File: config.mk
export PLATFORM = sky130hd
export DESIGN_NAME = clock_buffer_smbus_regs
export DESIGN_NICKNAME = d
export VERILOG_FILES = /design/src/common/clock_buffer_regs_pkg.sv /design/src/logic/clock_buffer_smbus_regs.sv
export SDC_FILE = /design/constraint.sdc
export NUM_CORES = 1
export LEC_CHECK = 0
export BUFFER_PORTS_ARGS = -buffer_cell sky130_fd_sc_hd__buf_2
export CAP_MARGIN = 30
export CORE_MARGIN = 5
export CORE_UTILIZATION = 42
export CTS_CLUSTER_DIAMETER = 120
export DETAILED_ROUTE_END_ITERATION = 8
export GPL_TIMING_DRIVEN = 1
export PLACE_DENSITY_LB_ADDON = 0.3
export SLEW_MARGIN = 20
export SYNTH_ARGS = -nofsm -noshare
export SYNTH_HDL_FRONTEND = slang
export SYNTH_SLANG_ARGS = --single-unit
File: constraint.sdc
create_clock -name sys_clk -period 3.11 [get_ports sys_clk]
set_input_delay 0.4665 -clock sys_clk [delete_from_list [all_inputs] [get_ports sys_clk]]
set_output_delay 0.4665 -clock sys_clk [all_outputs]
set_load 0.1 [all_outputs]
File: src/common/clock_buffer_regs_pkg.sv
package clock_buffer_regs_pkg;

	// Register indices
	localparam logic [6:0] REG_FREQ_PLL_MODE_CONTROL = 7'h00;
	localparam logic [6:0] REG_OUTPUT_ENABLE_LOW     = 7'h01;
	localparam logic [6:0] REG_OUTPUT_ENABLE_HIGH    = 7'h02;
	localparam logic [6:0] REG_RESERVED_CONTROL_A    = 7'h03;
	localparam logic [6:0] REG_RESERVED_CONTROL_B    = 7'h04;
	localparam logic [6:0] REG_VENDOR_REVISION       = 7'h05;
	localparam logic [6:0] REG_DEVICE_IDENT          = 7'h06;
	localparam logic [6:0] REG_READBACK_COUNT        = 7'h07;

	// Byte 0 and command byte field positions
	localparam int FREQ_SELECT_BIT = 0;
	localparam int PLL_SW_ENABLE   = 2;   // Within the 3-bit control field (byte 0 bit 3)
	localparam int CMD_BYTE_MODE   = 7;   // Command bit: set means single byte

	// Reset values
	localparam logic [2:0] CTRL_RESET         = 3'h3;
	localparam logic [7:0] OUTPUT_EN_RESET    = 8'hFF;
	localparam logic [4:0] READBACK_CNT_RESET = 5'h08;
	localparam logic [7:0] BYTE_ZERO          = 8'h00;

	// Bus framing
	localparam logic [3:0] BITS_PER_BYTE = 4'h8;
	localparam logic [3:0] LAST_BIT      = 4'h7;
	localparam logic [6:0] SLAVE_ADDRESS = 7'h6C;
	localparam logic [5:0] BYTE_MODE_CNT = 6'h01;

	typedef enum logic [4:0] {
		ST_IDLE = 5'b00001,
		ST_RECV = 5'b00010,
		ST_RACK = 5'b00100,
		ST_SEND = 5'b01000,
		ST_MACK = 5'b10000
	} fsm_type;

	typedef enum logic [3:0] {
		PH_ADDR  = 4'b0001,
		PH_CMD   = 4'b0010,
		PH_COUNT = 4'b0100,
		PH_DATA  = 4'b1000
	} phase_type;

	typedef struct packed {
		fsm_type    fsm;
		phase_type  phase;
		logic [3:0] bitCnt;
		logic [7:0] shift;
		logic [6:0] index;
		logic       read;
		logic       block;
		logic       countSent;
		logic [5:0] remain;
		logic       sclPrev;
		logic       sdaPrev;
		logic       pgPrev;
		logic       latched;
		logic       freqStrap;
		logic [1:0] pllStrap;
		logic [2:0] ctrl;
		logic [7:0] oe;
		logic [4:0] rbCount;
		logic       sdaOe;
		logic       sdaLevel;
		logic [7:0] diffEn;
		logic [1:0] pllMode;
	} state_type;

endpackage

File: src/logic/clock_buffer_smbus_regs.sv
`timescale 1ns/1ps
// Contract
// - In power-down, release the bus data line and keep all register contents.
// - Command bit 7 set means single byte; clear means block with count.
// - Byte read: repeated start, device sends, host acks all but last, then stop.
// - Block read: index acked, after repeated start count byte goes first.
// - Block write starts at command byte low seven bits.
// - Block command zero starts at register zero.
// - Block write: count then data, every byte acked, host stops.
// - Byte 0 bit 0 is read-only power-up frequency select.
// - Byte 0 bit 3 selects strap or bits 2:1 as PLL mode.
// - Byte 0 bits 7:6 always read the latched strap PLL mode.
// - Byte 1 holds enables for outputs 0 to 5; bits 0,3 read 1.
// - Byte 2 bits 0,2 enable outputs 6,7; bit 1 reads 1.
// - Cleared enable bit forces its output low/low despite the pin.
// - Bytes 3 and 4 reserved, reading zero.
// - Slave address 1101100 plus read/write bit.
// - General call address is not answered.
// - Byte 7 five-bit readback count, default eight.
module clock_buffer_smbus_regs
	import clock_buffer_regs_pkg::*;
#(
	parameter int         NUM_OUTPUTS     = 8,
	parameter logic [6:0] SLAVE_ADDR      = SLAVE_ADDRESS,
	parameter logic [7:0] VENDOR_REV_CODE = 8'h5A,   // Arbitrary value
	parameter logic [7:0] DEVICE_CODE     = 8'hA5    // Arbitrary value
) (
	// Clock and reset
	input  wire logic                   sys_clk,
	input  wire logic                   resetn,
	input  wire logic                   clkEn,
	// Straps and power control
	input  wire logic                   powerDownN,
	input  wire logic                   freqSelectStrap,
	input  wire logic [1:0]             pllBandwidthStrap,
	input  wire logic [NUM_OUTPUTS-1:0] outEnPinN,
	// SMBus pins
	input  wire logic                   sclIn,
	input  wire logic                   sdaIn,
	output logic                        sdaOut,
	output logic                        sdaOe,
	// Controls to the clock path
	output logic [NUM_OUTPUTS-1:0]      diffClockOutputEn,
	output logic [1:0]                  pllMode
);

	generate
		if (NUM_OUTPUTS != 8) begin : g_bad_outputs
			$error("clock_buffer_smbus_regs supports exactly eight outputs");
		end
	endgenerate

	state_type q;
	state_type d;

	logic       sclRise;
	logic       sclFall;
	logic       startSeen;
	logic       stopSeen;
	logic       powerDown;
	logic       latchEvent;
	logic [7:0] txByte;
	logic [7:0] rxByte;

	function automatic logic [7:0] regRead(input state_type s, input logic [6:0] idx);
		logic [7:0] v;
		v = BYTE_ZERO;
		unique case (idx)
			REG_FREQ_PLL_MODE_CONTROL: v = {s.pllStrap, 2'h0, s.ctrl, s.freqStrap};
			REG_OUTPUT_ENABLE_LOW:     v = {s.oe[5:2], 1'b1, s.oe[1:0], 1'b1};
			REG_OUTPUT_ENABLE_HIGH:    v = {5'h00, s.oe[7], 1'b1, s.oe[6]};
			REG_VENDOR_REVISION:       v = VENDOR_REV_CODE;
			REG_DEVICE_IDENT:          v = DEVICE_CODE;
			REG_READBACK_COUNT:        v = {3'h0, s.rbCount};
			default:                   v = BYTE_ZERO;
		endcase
		return v;
	endfunction

	// Only writable fields are stored; everything else is dropped
	function automatic state_type regWrite(input state_type s, input logic [6:0] idx,
		input logic [7:0] data);
		state_type r;
		r = s;
		unique case (idx)
			REG_FREQ_PLL_MODE_CONTROL: r.ctrl = data[3:1];
			REG_OUTPUT_ENABLE_LOW:     r.oe[5:0] = {data[7:4], data[2:1]};
			REG_OUTPUT_ENABLE_HIGH:    r.oe[7:6] = {data[2], data[0]};
			REG_READBACK_COUNT:        r.rbCount = data[4:0];
			default:                   r = s;
		endcase
		return r;
	endfunction

	assign sclRise    = sclIn && !q.sclPrev;
	assign sclFall    = !sclIn && q.sclPrev;
	assign startSeen  = sclIn && q.sclPrev && q.sdaPrev && !sdaIn;
	assign stopSeen   = sclIn && q.sclPrev && !q.sdaPrev && sdaIn;
	assign powerDown  = q.latched && !powerDownN;
	assign latchEvent = powerDownN && !q.pgPrev && !q.latched;
	assign rxByte     = q.shift;
	assign txByte     = (q.block && !q.countSent) ? {3'h0, q.rbCount} : regRead(q, q.index);

	always_comb begin
		d = q;
		d.sclPrev = sclIn;
		d.sdaPrev = sdaIn;
		d.pgPrev  = powerDownN;
		// Straps caught on the first power-good rise only
		if (latchEvent) begin
			d.latched   = 1'b1;
			d.freqStrap = freqSelectStrap;
			d.pllStrap  = pllBandwidthStrap;
		end
		if (powerDown) begin
			// Registers untouched; bus released so the host sees no slave
			d.fsm   = ST_IDLE;
			d.sdaOe = 1'b0;
		end else if (stopSeen) begin
			d.fsm   = ST_IDLE;
			d.sdaOe = 1'b0;
		end else if (startSeen) begin
			d.fsm    = ST_RECV;
			d.phase  = PH_ADDR;
			d.bitCnt = 4'h0;
			d.sdaOe  = 1'b0;
		end else begin
			unique case (q.fsm)
				ST_IDLE: begin
					d.sdaOe = 1'b0;
				end
				ST_RECV: begin
					if (sclRise && q.bitCnt != BITS_PER_BYTE) begin
						d.shift  = {q.shift[6:0], sdaIn};
						d.bitCnt = q.bitCnt + 4'h1;
					end else if (sclFall && q.bitCnt == BITS_PER_BYTE) begin
						d.fsm   = ST_RACK;
						d.sdaOe = 1'b1;
						unique case (q.phase)
							PH_ADDR: begin
								// General call never matches a nonzero address
								if (rxByte[7:1] == SLAVE_ADDR) begin
									d.read  = rxByte[0];
									d.phase = rxByte[0] ? PH_DATA : PH_CMD;
								end else begin
									d.fsm   = ST_IDLE;
									d.sdaOe = 1'b0;
								end
							end
							PH_CMD: begin
								d.block     = !rxByte[CMD_BYTE_MODE];
								d.index     = rxByte[6:0];
								d.countSent = 1'b0;
								d.remain    = BYTE_MODE_CNT;
								d.phase     = d.block ? PH_COUNT : PH_DATA;
							end
							PH_COUNT: begin
								// Counts outside 1..32 are the host's fault; only the low six bits are kept
								d.remain = rxByte[5:0];
								d.phase  = PH_DATA;
							end
							PH_DATA: begin
								// Bytes past the count are still acked but not stored
								if (q.remain != 6'h00) begin
									d        = regWrite(d, q.index, rxByte);
									d.remain = q.remain - 6'h01;
								end
								d.index = q.index + 7'h01;
							end
							default: begin
								d.fsm   = ST_IDLE;
								d.sdaOe = 1'b0;
							end
						endcase
					end
				end
				ST_RACK: begin
					if (sclFall) begin
						d.bitCnt = 4'h0;
						if (q.read) begin
							d.fsm   = ST_SEND;
							d.shift = txByte;
							d.sdaOe = !txByte[7];
							if (q.block && !q.countSent) begin
								d.countSent = 1'b1;
							end else begin
								d.index = q.index + 7'h01;
							end
						end else begin
							d.fsm   = ST_RECV;
							d.sdaOe = 1'b0;
						end
					end
				end
				ST_SEND: begin
					if (sclFall) begin
						if (q.bitCnt == LAST_BIT) begin
							d.fsm   = ST_MACK;
							d.sdaOe = 1'b0;
						end else begin
							d.bitCnt = q.bitCnt + 4'h1;
							d.shift  = {q.shift[6:0], 1'b0};
							d.sdaOe  = !q.shift[6];
						end
					end
				end
				ST_MACK: begin
					// Host not-acknowledge ends the read; wait for stop
					if (sclRise) begin
						d.fsm = sdaIn ? ST_IDLE : ST_RACK;
					end
				end
				default: begin
					d.fsm   = ST_IDLE;
					d.sdaOe = 1'b0;
				end
			endcase
		end
		// Output gating: a cleared register bit overrides the enable pin
		for (int i = 0; i < NUM_OUTPUTS; i++) begin
			d.diffEn[i] = powerDownN && !outEnPinN[i] && d.oe[i];
		end
		// New mode takes effect now; system must warm reset before relying on it
		d.pllMode = d.ctrl[PLL_SW_ENABLE] ? d.ctrl[1:0] : d.pllStrap;
	end

	always_ff @(posedge sys_clk) begin
		if (!resetn) begin
			q           <= '0;
			q.fsm       <= ST_IDLE;
			q.phase     <= PH_ADDR;
			q.sclPrev   <= 1'b1;
			q.sdaPrev   <= 1'b1;
			q.ctrl      <= CTRL_RESET;
			q.oe        <= OUTPUT_EN_RESET;
			q.rbCount   <= READBACK_CNT_RESET;
		end else if (clkEn) begin
			q <= d;
		end
	end

	assign sdaOut            = q.sdaLevel;
	assign sdaOe             = q.sdaOe;
	assign diffClockOutputEn = q.diffEn;
	assign pllMode           = q.pllMode;
endmodule // clock_buffer_smbus_regs

=== Yosys cells after proc, flatten, opt, wreduce, memory -nomap -nowiden ===
Index checks and enable logic that the tools add are counted.

* Bits in registers: 72
* Logic and storage cells: 222

* $add $sub $neg: 3
* Equality and inequality tests: 51
* Muxes and demuxes: 70
* Bitwise logic cells: 4
* Reduce and logical (&&, ||, !) cells: 72

{| class="wikitable"
|+ Operators with widths
! cell !! count
|-
| $mux W72 || 8
|-
| $mux W23 || 5
|-
| $mux W51 || 1
|-
| $mux W12 || 4
|-
| $pmux W8 S6 || 1
|-
| $mux W41 || 1
|-
| $ne A5 B5 Y1 const B || 8
|-
| $pmux W12 S3 || 1
|-
| $reduce_and A9 Y1 || 4
|-
| $mux W5 || 7
|-
| $reduce_and A10 Y1 || 3
|-
| $logic_and A1 B1 Y1 || 29
|-
| $pmux W7 S2 || 2
|-
| $pmux W5 S5 || 1
|-
| $mux W4 || 6
|-
| $reduce_and A12 Y1 || 2
|-
| $eq A7 B3 Y1 const B || 3
|-
| $ne A2 B2 Y1 const B || 10
|-
| $ne A4 B4 Y1 const B || 5
|-
| $logic_not A1 Y1 || 19
|-
| $mux W19 || 1
|-
| $pmux W6 S3 || 1
|-
| $pmux W4 S4 || 1
|-
| $mux W15 || 1
|-
| other kinds (47) || 76
|}

=== Logic depth before layout (Yosys ltp) ===
Gate-level depths: netlist of the first run.

* Word-level depth: 20
* Mapped depth: 8
* Mapped depth without buffers: 7

=== Worst setup path before layout of the first run ===
Ideal clock, no wire load.

* Kind: reg-to-reg
* From: register q[70] (netlist bit)
* To: register q, in the netlist diffClockOutputEn[1]
* Arrival time: 1.933 ns
* Required time: 3.022 ns
* Path slack: 1.089 ns
* Cell stages (with the launch flop): 8
* Path buffers: 2
* Cell sequence: dfxtp_1 -> buf_4 -> nor3b_4 -> nand4_4 -> or4_1 -> buf_4 -> mux2i_1 -> o31ai_1

* Cells in the longest elaborated chain, start to end: 6

{| class="wikitable"
|+ RTL lines
! element !! RTL line !! RTL
|-
| from (decl) || clock_buffer_smbus_regs.sv:53 || <nowiki>state_type q;</nowiki>
|-
| $eq A5 B2 Y1 || clock_buffer_smbus_regs.sv:128 || <nowiki>unique case (q.fsm)</nowiki>
|-
| $mux W23 || clock_buffer_smbus_regs.sv:128 ||
|-
| $mux W23 || clock_buffer_smbus_regs.sv:122 || <nowiki>end else if (startSeen) begin</nowiki>
|-
| $mux W23 || clock_buffer_smbus_regs.sv:119 || <nowiki>end else if (stopSeen) begin</nowiki>
|-
| $mux W23 || clock_buffer_smbus_regs.sv:115 || <nowiki>if (powerDown) begin</nowiki>
|-
| $logic_and A1 B1 Y1 || clock_buffer_smbus_regs.sv:221 || <nowiki>d.diffEn[i] = powerDownN && !outEnPinN[i] && d.oe[i];</nowiki>
|}

No other way between the ends.
A chain may end at the register's enable or synchronous reset.

=== Worst setup path after layout of the first run ===
* From: register q[69] (netlist bit)
* To: register q[49] (netlist bit)

* Cells in the longest elaborated chain, start to end: 3

{| class="wikitable"
|+ RTL lines
! element !! RTL line
|-
| $eq A5 B2 Y1 / $eq A5 B3 Y1 (equally long branches) || clock_buffer_smbus_regs.sv:128
|-
| $ne A3 B1 Y1 (no line) (tied with other cells) || -
|-
| $reduce_and A11 Y1 (no line) || -
|}

Parallel ways exist; a longest one is shown, timed or not.

==> results.sh, run 1 <==
export IMPL_run_status="finished, final reports clean"
export IMPL_cts_setup_buffers=0
export IMPL_rel_slew_slack_pct=51.60
export IMPL_path_cells="nor2b_1 > nand2_1 > o22ai_1 > a21oi_1 > a311oi_1"
export IMPL_synth_top_cells_by_count="sky130_fd_sc_hd__dfxtp_1 (71), sky130_fd_sc_hd__nand2_1 (58), sky130_fd_sc_hd__a21oi_1 (38)"
export IMPL_latest_clock_arrival_within_the_worst_skew_pair_ns=0.37
export IMPL_hold_path_endpoint="diffClockOutputEn[7]"
export IMPL_place_congestion=0.9123
export IMPL_io_buffers=27
export IMPL_synth_flop_cell="sky130_fd_sc_hd__dfxtp_1"
export IMPL_die_h_microns=113.6
export IMPL_hold_path_startpoint="outEnPinN[7]"
export IMPL_rsz0062_at_grt="false"
export IMPL_ys_seq_area_share_pct=31.54
export IMPL_antenna_violations_before_repair=0
export IMPL_route_detailed_vias_per_inst=6.281
export IMPL_post_dp_hpwl_mm=9.431
export IMPL_cts_resized=0
export IMPL_die_width_microns=113.6
export IMPL_crit_type="flop to flop"
export IMPL_timing_critical_path_from_type="flop"
export IMPL_ys_ff_latch=71
export IMPL_cts_root_buffer="sky130_fd_sc_hd__clkbuf_8"
export IMPL_finalNetCount=573
export IMPL_cts_htree_levels=3
export IMPL_hold_path_cell_count=2
export IMPL_maximum_number_of_pins_on_one_net_before_global_route_repair=44
export IMPL_cap_violations=0
export IMPL_critical_path_peak_fanout=8
export IMPL_timing_final_crit_share_pct=77.59
export IMPL_tritoncts_num_sinks=71
export IMPL_crit_family="compound AO/OA/AOI/OAI gates"
export IMPL_timing_critical_path_arrival_ns=2.69
export IMPL_irDropWorstVdd_uv=302.3
export IMPL_wl_per_cell_microns=18.90
export IMPL_grt_pass1_wl_mm=21.63
export IMPL_synth_edf_count=0
export IMPL_post_synth_inst_count=544
export IMPL_synth_most_common_cell="sky130_fd_sc_hd__dfxtp_1"
export IMPL_worst_r2r_cell_count=5
export IMPL_cts_hold_buffers_added=0
export IMPL_detail_route_wirelength_mm=13.04
export IMPL_cp_num_buf_inv=0
export IMPL_numCtsBuffers=9
export IMPL_num_rows=37
export IMPL_first_iter_violations=359
export IMPL_antenna_diode_count=0
export IMPL_finalSetupTns_ns=0
export IMPL_max_clock_freq_ghz=0.4144
export IMPL_antenna_left=0
export IMPL_drcViolationCount=0
export IMPL_areaGrowthSynthToFinish_pct=7.385
export IMPL_synth_warning_count=0
export IMPL_critical_path_slowest_cell="sky130_fd_sc_hd__dfxtp_1"
export IMPL_max_stage_delay_ns=0.54
export IMPL_number_of_global_route_vias_before_repair=4192
export IMPL_powerDensity_nw_per_um2=385.6
export IMPL_average_footprint_of_a_synthesized_cell_sq_um=8.285
export IMPL_final_layout_size_suffix_gt1_share_pct=13.90
export IMPL_clk_path_buf_depth=2
export IMPL_grt_total_usage_pct=20.73
export IMPL_timing_worst_slew_pin_value_ns=0.7233
export IMPL_finalCriticalPeriod_ns=2.413
export IMPL_report_final_setup_viol=0
export IMPL_syn_nets=568
export IMPL_reg2reg_slack_ns=0.70
export IMPL_static_power_due_to_leakage_nw=1.735
export IMPL_timing_final_hold_violations=0
export IMPL_timing_critical_path_required_ns=3.39
export IMPL_final_instance_count_excl_fill=690
export IMPL_dr_pass1_iters=5
export IMPL_synth_area_sq_um=4507
export IMPL_critical_path_reg2reg_endpoint="q[49]"
export IMPL_initial_utilization_pct=43.27
export IMPL_path_clk_slew_ns=0.09
export IMPL_finalMaxSlewViolations=0
export IMPL_netlist_area_leader_share_pct=31.54
export IMPL_placedCellCount=673
export IMPL_power_total_mw=1.866
export IMPL_synth_top_cells_by_area="sky130_fd_sc_hd__dfxtp_1 (32%), sky130_fd_sc_hd__mux2i_1 (6.4%), sky130_fd_sc_hd__nand2_1 (4.8%)"
export IMPL_fin_worst_skew_ns=0.01570
export IMPL_ioPinCount=29
export IMPL_hold_path_class="input pin to flop"
export IMPL_globalRoute_totalOverflow=0
export IMPL_clock_tree_from_tritoncts="built"
export IMPL_count_of_cell_types_in_the_netlist=85
export IMPL_route_vias_total=4334
export IMPL_placeableCoreArea_sq_um=10420
export IMPL_yosysTopAreaCell="sky130_fd_sc_hd__dfxtp_1"
export IMPL_async_flop_share_pct=0
export IMPL_final_core_util_pct=46.46
export IMPL_floorplan_die_area_sq_um=12900
export IMPL_source_of_the_worst_register_to_register_timing_path="q[69]"
export IMPL_endpoint_kind="flop"
state kept, by name (all words and copies together) (netlist names):
register	flops
pllMode	2
diffClockOutputEn	8
q	52
rxByte	8
sdaOe	1
power by group:
part,internal (mW),switching (mW)
registers,0.921,0.0108
clock network,0.368,0.374
logic,0.0513,0.141
metrics by stage:
step | instance area (sq um) | hold slack, ns | setup slack (ns)
3_5_place_dp | 4647 | 0.4386 | 0.5862
4_1_cts | 4836 | 0.2644 | 0.6976
6_report | 4840 | 0.2751 | 0.6969
5_1_grt | 4840 | 0.2604 | 0.5452
2_1_floorplan | 4507 | 0.4263 | 1.089
3_3_place_gp | 4647 | 0.4302 | 0.6795
routing by layer:
metal	GRT usage [%]	up-vias	routed length [microns]
met2	32.23	192	5879
met4	9.375	0	433
met5	0	-	0
met1	27.71	2062	5703
li1	-	2039	-
met3	4.085	41	1025
kinds of logic (layout without fill, tap and decap cells):
| kind of cell | count (synthesis) | after routing | synth area share, % |
|---|---|---|---|
| DFF | 71 | 71 | 31.54 |
| muxes | 31 | 31 | 6.941 |
| adders and majority gates | 7 | 7 | 1.943 |
| other | 1 | 1 | 0.08321 |
| AOI/OAI and AO/OA | 159 | 159 | 25.76 |
| and+or+nand+nor | 202 | 202 | 24.85 |
| xor gates and xnor gates | 8 | 8 | 1.555 |
| buffers and inverters | 65 | 75 | 7.329 |
worst register-to-register path: cells and delay by family, from the launching register on:
family          cells  cell delay, ns
compound gates      3            0.93
flops               1            0.54
simple gates        2            0.86
how the worst max path moves through the flow:
stage | cells after the start | end | slack, ns | startpoint
floorplan | 7 | diffClockOutputEn[1] | 1.09 | q[70]
global placement | 6 | q[18] | 0.68 | sclIn
detailed placement | 6 | diffClockOutputEn[5] | 0.59 | sclIn
CTS | 5 | diffClockOutputEn[5] | 0.70 | q[66]
global route | 5 | q[16] | 0.55 | q[66]
finish | 5 | q[49] | 0.70 | q[69]
final cells by class:
type                            instances  area, sq um
Fill cell                            1046         5577
Clock buffer                           10        127.6
Sequential cell                        71         1421
Tap cell                              136        170.2
Timing Repair Buffer                   41        236.5
Clock inverter                          6        61.31
Multi-Input combinational cell        408         2755
Inverter                               18        67.56
cell usage in the layout (no fill, tap or decap), types with 4 or more instances in the layout:
cell type and n:
sky130_fd_sc_hd__a21oi_1 38, sky130_fd_sc_hd__o31ai_1 11, sky130_fd_sc_hd__and2_1 4, sky130_fd_sc_hd__nand3_1 33, sky130_fd_sc_hd__a221oi_1 5, sky130_fd_sc_hd__a311oi_1 4, sky130_fd_sc_hd__inv_1 17, sky130_fd_sc_hd__nor2b_1 9
sky130_fd_sc_hd__buf_2 27, sky130_fd_sc_hd__o21ai_0 21, sky130_fd_sc_hd__nor3_1 8, sky130_fd_sc_hd__nor2_1 34, sky130_fd_sc_hd__xnor2_1 5, sky130_fd_sc_hd__a32o_1 4, sky130_fd_sc_hd__a211oi_1 17, sky130_fd_sc_hd__nand2b_1 6
sky130_fd_sc_hd__buf_4 13, sky130_fd_sc_hd__mux2i_1 29, sky130_fd_sc_hd__a32oi_1 7, sky130_fd_sc_hd__ha_1 7, sky130_fd_sc_hd__and3_1 8, sky130_fd_sc_hd__clkbuf_8 9, sky130_fd_sc_hd__o211ai_1 6, sky130_fd_sc_hd__nand4_1 10
sky130_fd_sc_hd__dfxtp_1 71, sky130_fd_sc_hd__nand2_1 58
Note: power is estimated with default switching activity, not from simulation.
==> inputs of run 2 (changes only) <==
==> constraint.sdc (replaced) <==
create_clock -name sys_clk -period 2.5 [get_ports sys_clk]
set_input_delay 0.375 -clock sys_clk [delete_from_list [all_inputs] [get_ports sys_clk]]
set_output_delay 0.375 -clock sys_clk [all_outputs]
set_load 0.1 [all_outputs]
==> run 2 against run 1 <==
Against the previous run:
- combinational power up 28%
- power up 21%
- core utilization up 1.3 points
- non-clock buffer count up 18
- via count up 1.0%
- sequential power up 24%
- critical endpoint is now diffClockOutputEn[0]
- largest power group unchanged
==> results.sh, run 2 (synthesis gave the netlist of run 1 again) <==
export IMPL_finalCriticalPeriod_ns=2.283
export IMPL_path_clk_slew_ns=0.08
export IMPL_mostFrequentLayoutCell="sky130_fd_sc_hd__dfxtp_1"
export IMPL_path_cells="inv_1 > ha_1 > and3b_1 > nand4_4 > or4_1 > mux2i_1 > o31ai_1"
export IMPL_cts_htree_levels=3
export IMPL_sequential_power_share_pct=51.1
export IMPL_final_instance_count_excl_fill=708
export IMPL_finalNetCount=591
export IMPL_num_rows=37
export IMPL_number_of_global_route_vias_before_repair=3998
export IMPL_timing_critical_path_arrival_ns=2.56
export IMPL_critical_path_slowest_cell="sky130_fd_sc_hd__or4_1"
export IMPL_dpl_instance_area_sq_um=4790
export IMPL_route_detailed_vias_per_inst=6.185
export IMPL_tritoncts_num_sinks=71
export IMPL_crit_type="flop to flop"
export IMPL_timing_critical_path_from_type="flop"
export IMPL_antenna_left=0
export IMPL_switching_power_mw=0.6618
export IMPL_fin_worst_hold_slack_ns=0.1860
export IMPL_reg2reg_slack_ns=0.22
export IMPL_timing_critical_path_required_ns=2.78
export IMPL_die_h_microns=113.6
export IMPL_cts_resized=0
export IMPL_worst_r2r_cell_count=7
export IMPL_final_core_util_pct=47.74
export IMPL_detail_route_wirelength_mm=13.03
export IMPL_rel_slew_slack_pct=50.50
export IMPL_clock_power_share_pct=38.0
export IMPL_antenna_diode_count=0
export IMPL_hold_path_startpoint="outEnPinN[1]"
export IMPL_clock_tree_from_tritoncts="built"
export IMPL_cp_num_buf_inv=1
export IMPL_critical_path_peak_fanout=10
export IMPL_finalMaxSlewViolations=0
export IMPL_hold_path_cell_count=2
export IMPL_cts_setup_buffers=0
export IMPL_run_status="finished, final reports clean"
export IMPL_placeableCoreArea_sq_um=10420
export IMPL_route_vias_total=4379
export IMPL_hold_path_endpoint="diffClockOutputEn[1]"
export IMPL_post_dp_hpwl_mm=9.736
export IMPL_mostFrequentLayoutCells="sky130_fd_sc_hd__dfxtp_1 (71), sky130_fd_sc_hd__nand2_1 (58), sky130_fd_sc_hd__a21oi_1 (38)"
export IMPL_globalRoute_totalOverflow=0
export IMPL_dp_worst_setup_slack_ns=0.2096
export IMPL_timing_worst_slew_pin_value_ns=0.7398
export IMPL_areaGrowthSynthToFinish_pct=10.33
export IMPL_grt_total_usage_pct=20.40
export IMPL_power_switching_fraction_pct=29.21
export IMPL_hold_path_class="input pin to flop"
export IMPL_post_route_worst_setup_slack_ns=0.2175
export IMPL_floorplan_die_area_sq_um=12900
export IMPL_endpoint_kind="flop"
export IMPL_report_final_setup_viol=0
export IMPL_die_width_microns=113.6
export IMPL_first_iter_violations=418
export IMPL_finalSetupTns_ns=0
export IMPL_rsz0062_at_grt="false"
export IMPL_cap_violations=0
export IMPL_timing_final_hold_violations=0
export IMPL_power_internal_mw=1.604
export IMPL_wl_per_cell_microns=18.40
export IMPL_powerDensity_nw_per_um2=455.6
export IMPL_numCtsBuffers=9
export IMPL_final_layout_size_suffix_gt1_share_pct=16.96
export IMPL_maximum_number_of_pins_on_one_net_before_global_route_repair=33
export IMPL_place_congestion=0.9169
export IMPL_max_stage_delay_ns=0.78
export IMPL_timing_final_crit_share_pct=91.30
export IMPL_source_of_the_worst_register_to_register_timing_path="q[59]"
export IMPL_dr_pass1_iters=5
export IMPL_top_register="q"
export IMPL_cts_root_buffer="sky130_fd_sc_hd__clkbuf_8"
export IMPL_final_area_sq_um=4972
export IMPL_antenna_violations_before_repair=0
export IMPL_irDropWorstVdd_uv=301.2
export IMPL_initial_utilization_pct=43.27
export IMPL_crit_family="simple AND/OR/NAND/NOR gates"
export IMPL_cts_hold_buffers_added=0
export IMPL_drcViolationCount=0
export IMPL_critical_path_reg2reg_endpoint="diffClockOutputEn[0]"
export IMPL_ioPinCount=29
export IMPL_placedCellCount=692
export IMPL_static_power_due_to_leakage_nw=1.824
export IMPL_latest_clock_arrival_within_the_worst_skew_pair_ns=0.36
export IMPL_power_total_mw=2.265
export IMPL_fin_worst_skew_ns=0.01467
export IMPL_io_buffers=27
export IMPL_grt_pass1_wl_mm=21.16
export IMPL_max_clock_freq_ghz=0.4381
export IMPL_clk_path_buf_depth=2
export IMPL_number_of_flip_flops_in_the_largest_register=52
export IMPL_combinationalPowerShare_pct=10.9
[run 2: cell types whose count changed in the layout (fill, tap and decap cells not counted), sizes merged]
cell | previous run | this run
clkinv | 4 | 2
bufinv | 1 | 0
inv | 18 | 19
clkinvlp | 1 | 3
clkbuf | 11 | 10
buf | 40 | 59
[run 2: layer usage]
metal / up-vias / GRT usage [%] / wire length, microns
met1: 2095 / 28.24 / 5695
li1: 2074 / - / -
met4: 0 / 5.769 / 267
met2: 184 / 31.25 / 6003
met5: - / 0 / 0
met3: 26 / 5.411 / 1061
[run 2: power groups by stage]
stage / Sequential, mW / Clock [mW] / Combinational [mW]
floorplan: 1.18 / 0 / 0.188
global placement: 1.18 / 0 / 0.243
detailed placement: 1.18 / 0 / 0.243
CTS: 1.16 / 0.881 / 0.244
global route: 1.16 / 0.948 / 0.264
finish: 1.16 / 0.861 / 0.246
[run 2: worst max-delay path by stage]
stage	endpoint	slack, ns	startpoint	depth (start not counted)
after detailed placement	q[19]	0.21	q[59]	7
after floorplan	diffClockOutputEn[1]	0.48	q[70]	7
after global placement	diffClockOutputEn[1]	0.28	q[59]	7
final	diffClockOutputEn[0]	0.22	q[59]	7
after global routing	diffClockOutputEn[1]	0.03	q[59]	7
after CTS	diffClockOutputEn[0]	0.21	q[59]	7
[run 2: cell type report]
class                           instances  area [sq um]
Clock inverter                          6         45.04
Sequential cell                        71          1421
Fill cell                            1028          5444
Clock buffer                           10         137.6
Multi-Input combinational cell        408          2755
Tap cell                              136         170.2
Timing Repair Buffer                   59         375.4
Inverter                               18         67.56
[run 2: worst register-to-register path: stages (launching register included)]
cell,delay [ns]
sky130_fd_sc_hd__dfxtp_1,0.34
sky130_fd_sc_hd__inv_1,0.08
sky130_fd_sc_hd__ha_1,0.13
sky130_fd_sc_hd__and3b_1,0.29
sky130_fd_sc_hd__nand4_4,0.20
sky130_fd_sc_hd__or4_1,0.78
sky130_fd_sc_hd__mux2i_1,0.20
sky130_fd_sc_hd__o31ai_1,0.19
==> inputs of run 3 (changes only) <==
--- a/config.mk
+++ b/config.mk
@@ -17,3 +17,4 @@
 export SYNTH_ARGS = -nofsm -noshare
 export SYNTH_HDL_FRONTEND = slang
 export SYNTH_SLANG_ARGS = --single-unit
+export TNS_END_PERCENT = 50
==> constraint.sdc (replaced) <==
create_clock -name sys_clk -period 2.5 [get_ports sys_clk]
set_input_delay 0.25 -clock sys_clk [delete_from_list [all_inputs] [get_ports sys_clk]]
set_output_delay 0.25 -clock sys_clk [all_outputs]
set_load 0.1 [all_outputs]
==> run 3 against run 2 <==
Against the previous run:
- sequential share of layout area decreased by 0.44 points
- wire length rose by 3.7%
- global-route usage rose by 1.1 points
- critical path depth unchanged
- fmax barely moved
- clock skew down 0.0032 ns
- hold slack lost 0.12 ns
- die area stayed put
- non-clock buffer count increased by 4
- register-to-register slack hardly changed
- sequential cell count did not move
- largest cell class unchanged
- highest routed layer unchanged
==> results.sh, run 3 (synthesis gave the netlist of run 1 again) <==
export IMPL_critical_path_slowest_cell="sky130_fd_sc_hd__or4_1"
export IMPL_ioPinCount=29
export IMPL_timing_final_crit_share_pct=91.25
export IMPL_globalRoute_totalOverflow=0
export IMPL_die_width_microns=113.6
export IMPL_tritoncts_num_sinks=71
export IMPL_floorplan_die_area_sq_um=12900
export IMPL_antenna_diode_count=0
export IMPL_setup_worst_path_start="q[59]"
export IMPL_cts_resized=0
export IMPL_cap_violations=0
export IMPL_n_fill_cell=1004
export IMPL_critical_path_reg2reg_endpoint="q[22]"
export IMPL_timing_final_hold_violations=0
export IMPL_reg2reg_slack_ns=0.22
export IMPL_run_status="finished, final reports clean"
export IMPL_cts_hold_buffers_added=0
export IMPL_post_dp_hpwl_mm=9.877
export IMPL_first_iter_violations=417
export IMPL_rsz0062_at_grt="false"
export IMPL_timing_critical_path_arrival_ns=2.50
export IMPL_finalNetCount=595
export IMPL_clock_tree_from_tritoncts="built"
export IMPL_dr_pass1_iters=5
export IMPL_io_buffers=27
export IMPL_rel_slew_slack_pct=53.95
export IMPL_endpoint_kind="flop"
export IMPL_cts_root_buffer="sky130_fd_sc_hd__clkbuf_8"
export IMPL_top_register="q"
export IMPL_timing_critical_path_required_ns=2.71
export IMPL_latest_clock_arrival_within_the_worst_skew_pair_ns=0.36
export IMPL_die_h_microns=113.6
export IMPL_antenna_violations_before_repair=0
export IMPL_source_of_the_worst_register_to_register_timing_path="q[59]"
export IMPL_static_power_due_to_leakage_nw=1.868
export IMPL_timing_critical_path_from_type="flop"
export IMPL_fin_worst_hold_slack_ns=0.07005
export IMPL_grt_total_usage_pct=21.47
export IMPL_clk_path_buf_depth=2
export IMPL_placeableCoreArea_sq_um=10420
export IMPL_antenna_left=0
export IMPL_finalCriticalPeriod_ns=2.281
export IMPL_cts_htree_levels=3
export IMPL_max_stage_delay_ns=0.79
export IMPL_final_core_util_pct=48.48
export IMPL_max_clock_freq_ghz=0.4383
export IMPL_route_detailed_vias_per_inst=6.233
export IMPL_final_layout_size_suffix_gt1_share_pct=17.53
export IMPL_place_congestion=0.9015
export IMPL_post_route_worst_setup_slack_ns=0.2187
export IMPL_fin_worst_skew_ns=0.01149
export IMPL_mostFrequentLayoutCell="sky130_fd_sc_hd__dfxtp_1"
export IMPL_mostFrequentLayoutCells="sky130_fd_sc_hd__dfxtp_1 (71), sky130_fd_sc_hd__nand2_1 (58), sky130_fd_sc_hd__a21oi_1 (38)"
export IMPL_dp_worst_setup_slack_ns=0.2351
export IMPL_numCtsBuffers=9
export IMPL_report_final_setup_viol=0
export IMPL_cts_setup_buffers=0
export IMPL_irDropWorstVdd_uv=360.0
export IMPL_grt_pass1_wl_mm=22.43
export IMPL_critical_path_peak_fanout=10
export IMPL_finalSetupTns_ns=0
export IMPL_worst_setup_path_endpoint="q[22]"
export IMPL_detail_route_wirelength_mm=13.51
export IMPL_wl_per_cell_microns=18.98
export IMPL_number_of_flip_flops_in_the_largest_register=52
export IMPL_route_vias_total=4438
export IMPL_num_rows=37
export IMPL_powerDensity_nw_per_um2=490.4
export IMPL_path_cells="inv_1 > ha_1 > and3b_1 > nand4_4 > or4_1 > o21ai_2 > o311ai_2"
export IMPL_worst_r2r_cell_count=7
export IMPL_number_of_global_route_vias_before_repair=4247
export IMPL_finalMaxSlewViolations=0
export IMPL_maximum_number_of_pins_on_one_net_before_global_route_repair=44
export IMPL_drcViolationCount=0
export IMPL_hold_path_class="input pin to flop"
export IMPL_path_clk_slew_ns=0.09
export IMPL_crit_type="flop to flop"
export IMPL_initial_utilization_pct=43.27
export IMPL_areaGrowthSynthToFinish_pct=12.05
export IMPL_timing_worst_slew_pin_value_ns=0.6908
## run 3: cell count changes in the layout (fill, tap and decap cells not counted)
cell / delta
sky130_fd_sc_hd__buf_4: +4
sky130_fd_sc_hd__clkinvlp_4: -1
sky130_fd_sc_hd__bufinv_16: +2
sky130_fd_sc_hd__clkinv_2: -1
## run 3: worst max-delay path, delay by kind of cell, from the launching register on
family / cells / cell delay, ns
adders and majority gates: 1 / 0.14
DFF: 1 / 0.34
buffers and inverters: 1 / 0.08
AOI/OAI and AO/OA: 2 / 0.34
and+or+nand+nor: 3 / 1.24
## run 3: worst min-delay path by stage
stage,startpoint,end,slack [ns],cells after the start
after floorplan,outEnPinN[0],diffClockOutputEn[0],0.35,1
after global placement,diffClockOutputEn[2],diffClockOutputEn[2],0.43,2
after detailed placement,pllMode[0],pllMode[0],0.44,2
after CTS,outEnPinN[3],diffClockOutputEn[3],0.06,2
after global routing,outEnPinN[3],diffClockOutputEn[3],0.06,2
final,outEnPinN[3],diffClockOutputEn[3],0.07,2
## run 3: final cells by class
cell class	instances	area (sq um)	share of cell area, %
Timing Repair Buffer	63	405.4	8.028
Sequential cell	71	1421	28.15
Tap cell	136	170.2	3.370
Inverter	18	67.56	1.338
Clock inverter	6	92.59	1.833
Multi-Input combinational cell	408	2755	54.56
Clock buffer	10	137.6	2.725
## run 3: report_power, final
| group | leakage, nW | switching, mW | internal, mW | total [mW] |
|---|---|---|---|---|
| logic | 1.18 | 0.180 | 0.0690 | 0.249 |
| clock network | 0.109 | 0.476 | 0.594 | 1.07 |
| registers | 0.575 | 0.0121 | 1.15 | 1.16 |
## run 3: through the flow
step | cells | cell area (sq um) | power, mW
2_1_floorplan | 544 | 4507 | 1.369
3_3_place_gp | 696 | 4820 | 1.426
3_5_place_dp | 696 | 4820 | 1.429
4_1_cts | 712 | 5050 | 2.490
5_1_grt | 712 | 5050 | 2.571
6_report | 712 | 5050 | 2.477
## run 3: layer usage
metal  track usage (%)  vias up  share of wire (%)
met4             9.455        0                3.6
met5                 0        -                  0
met3             3.873       46                6.9
met2             33.65      200                 45
li1                  -     2085                  -
met1             28.85     2107                 44
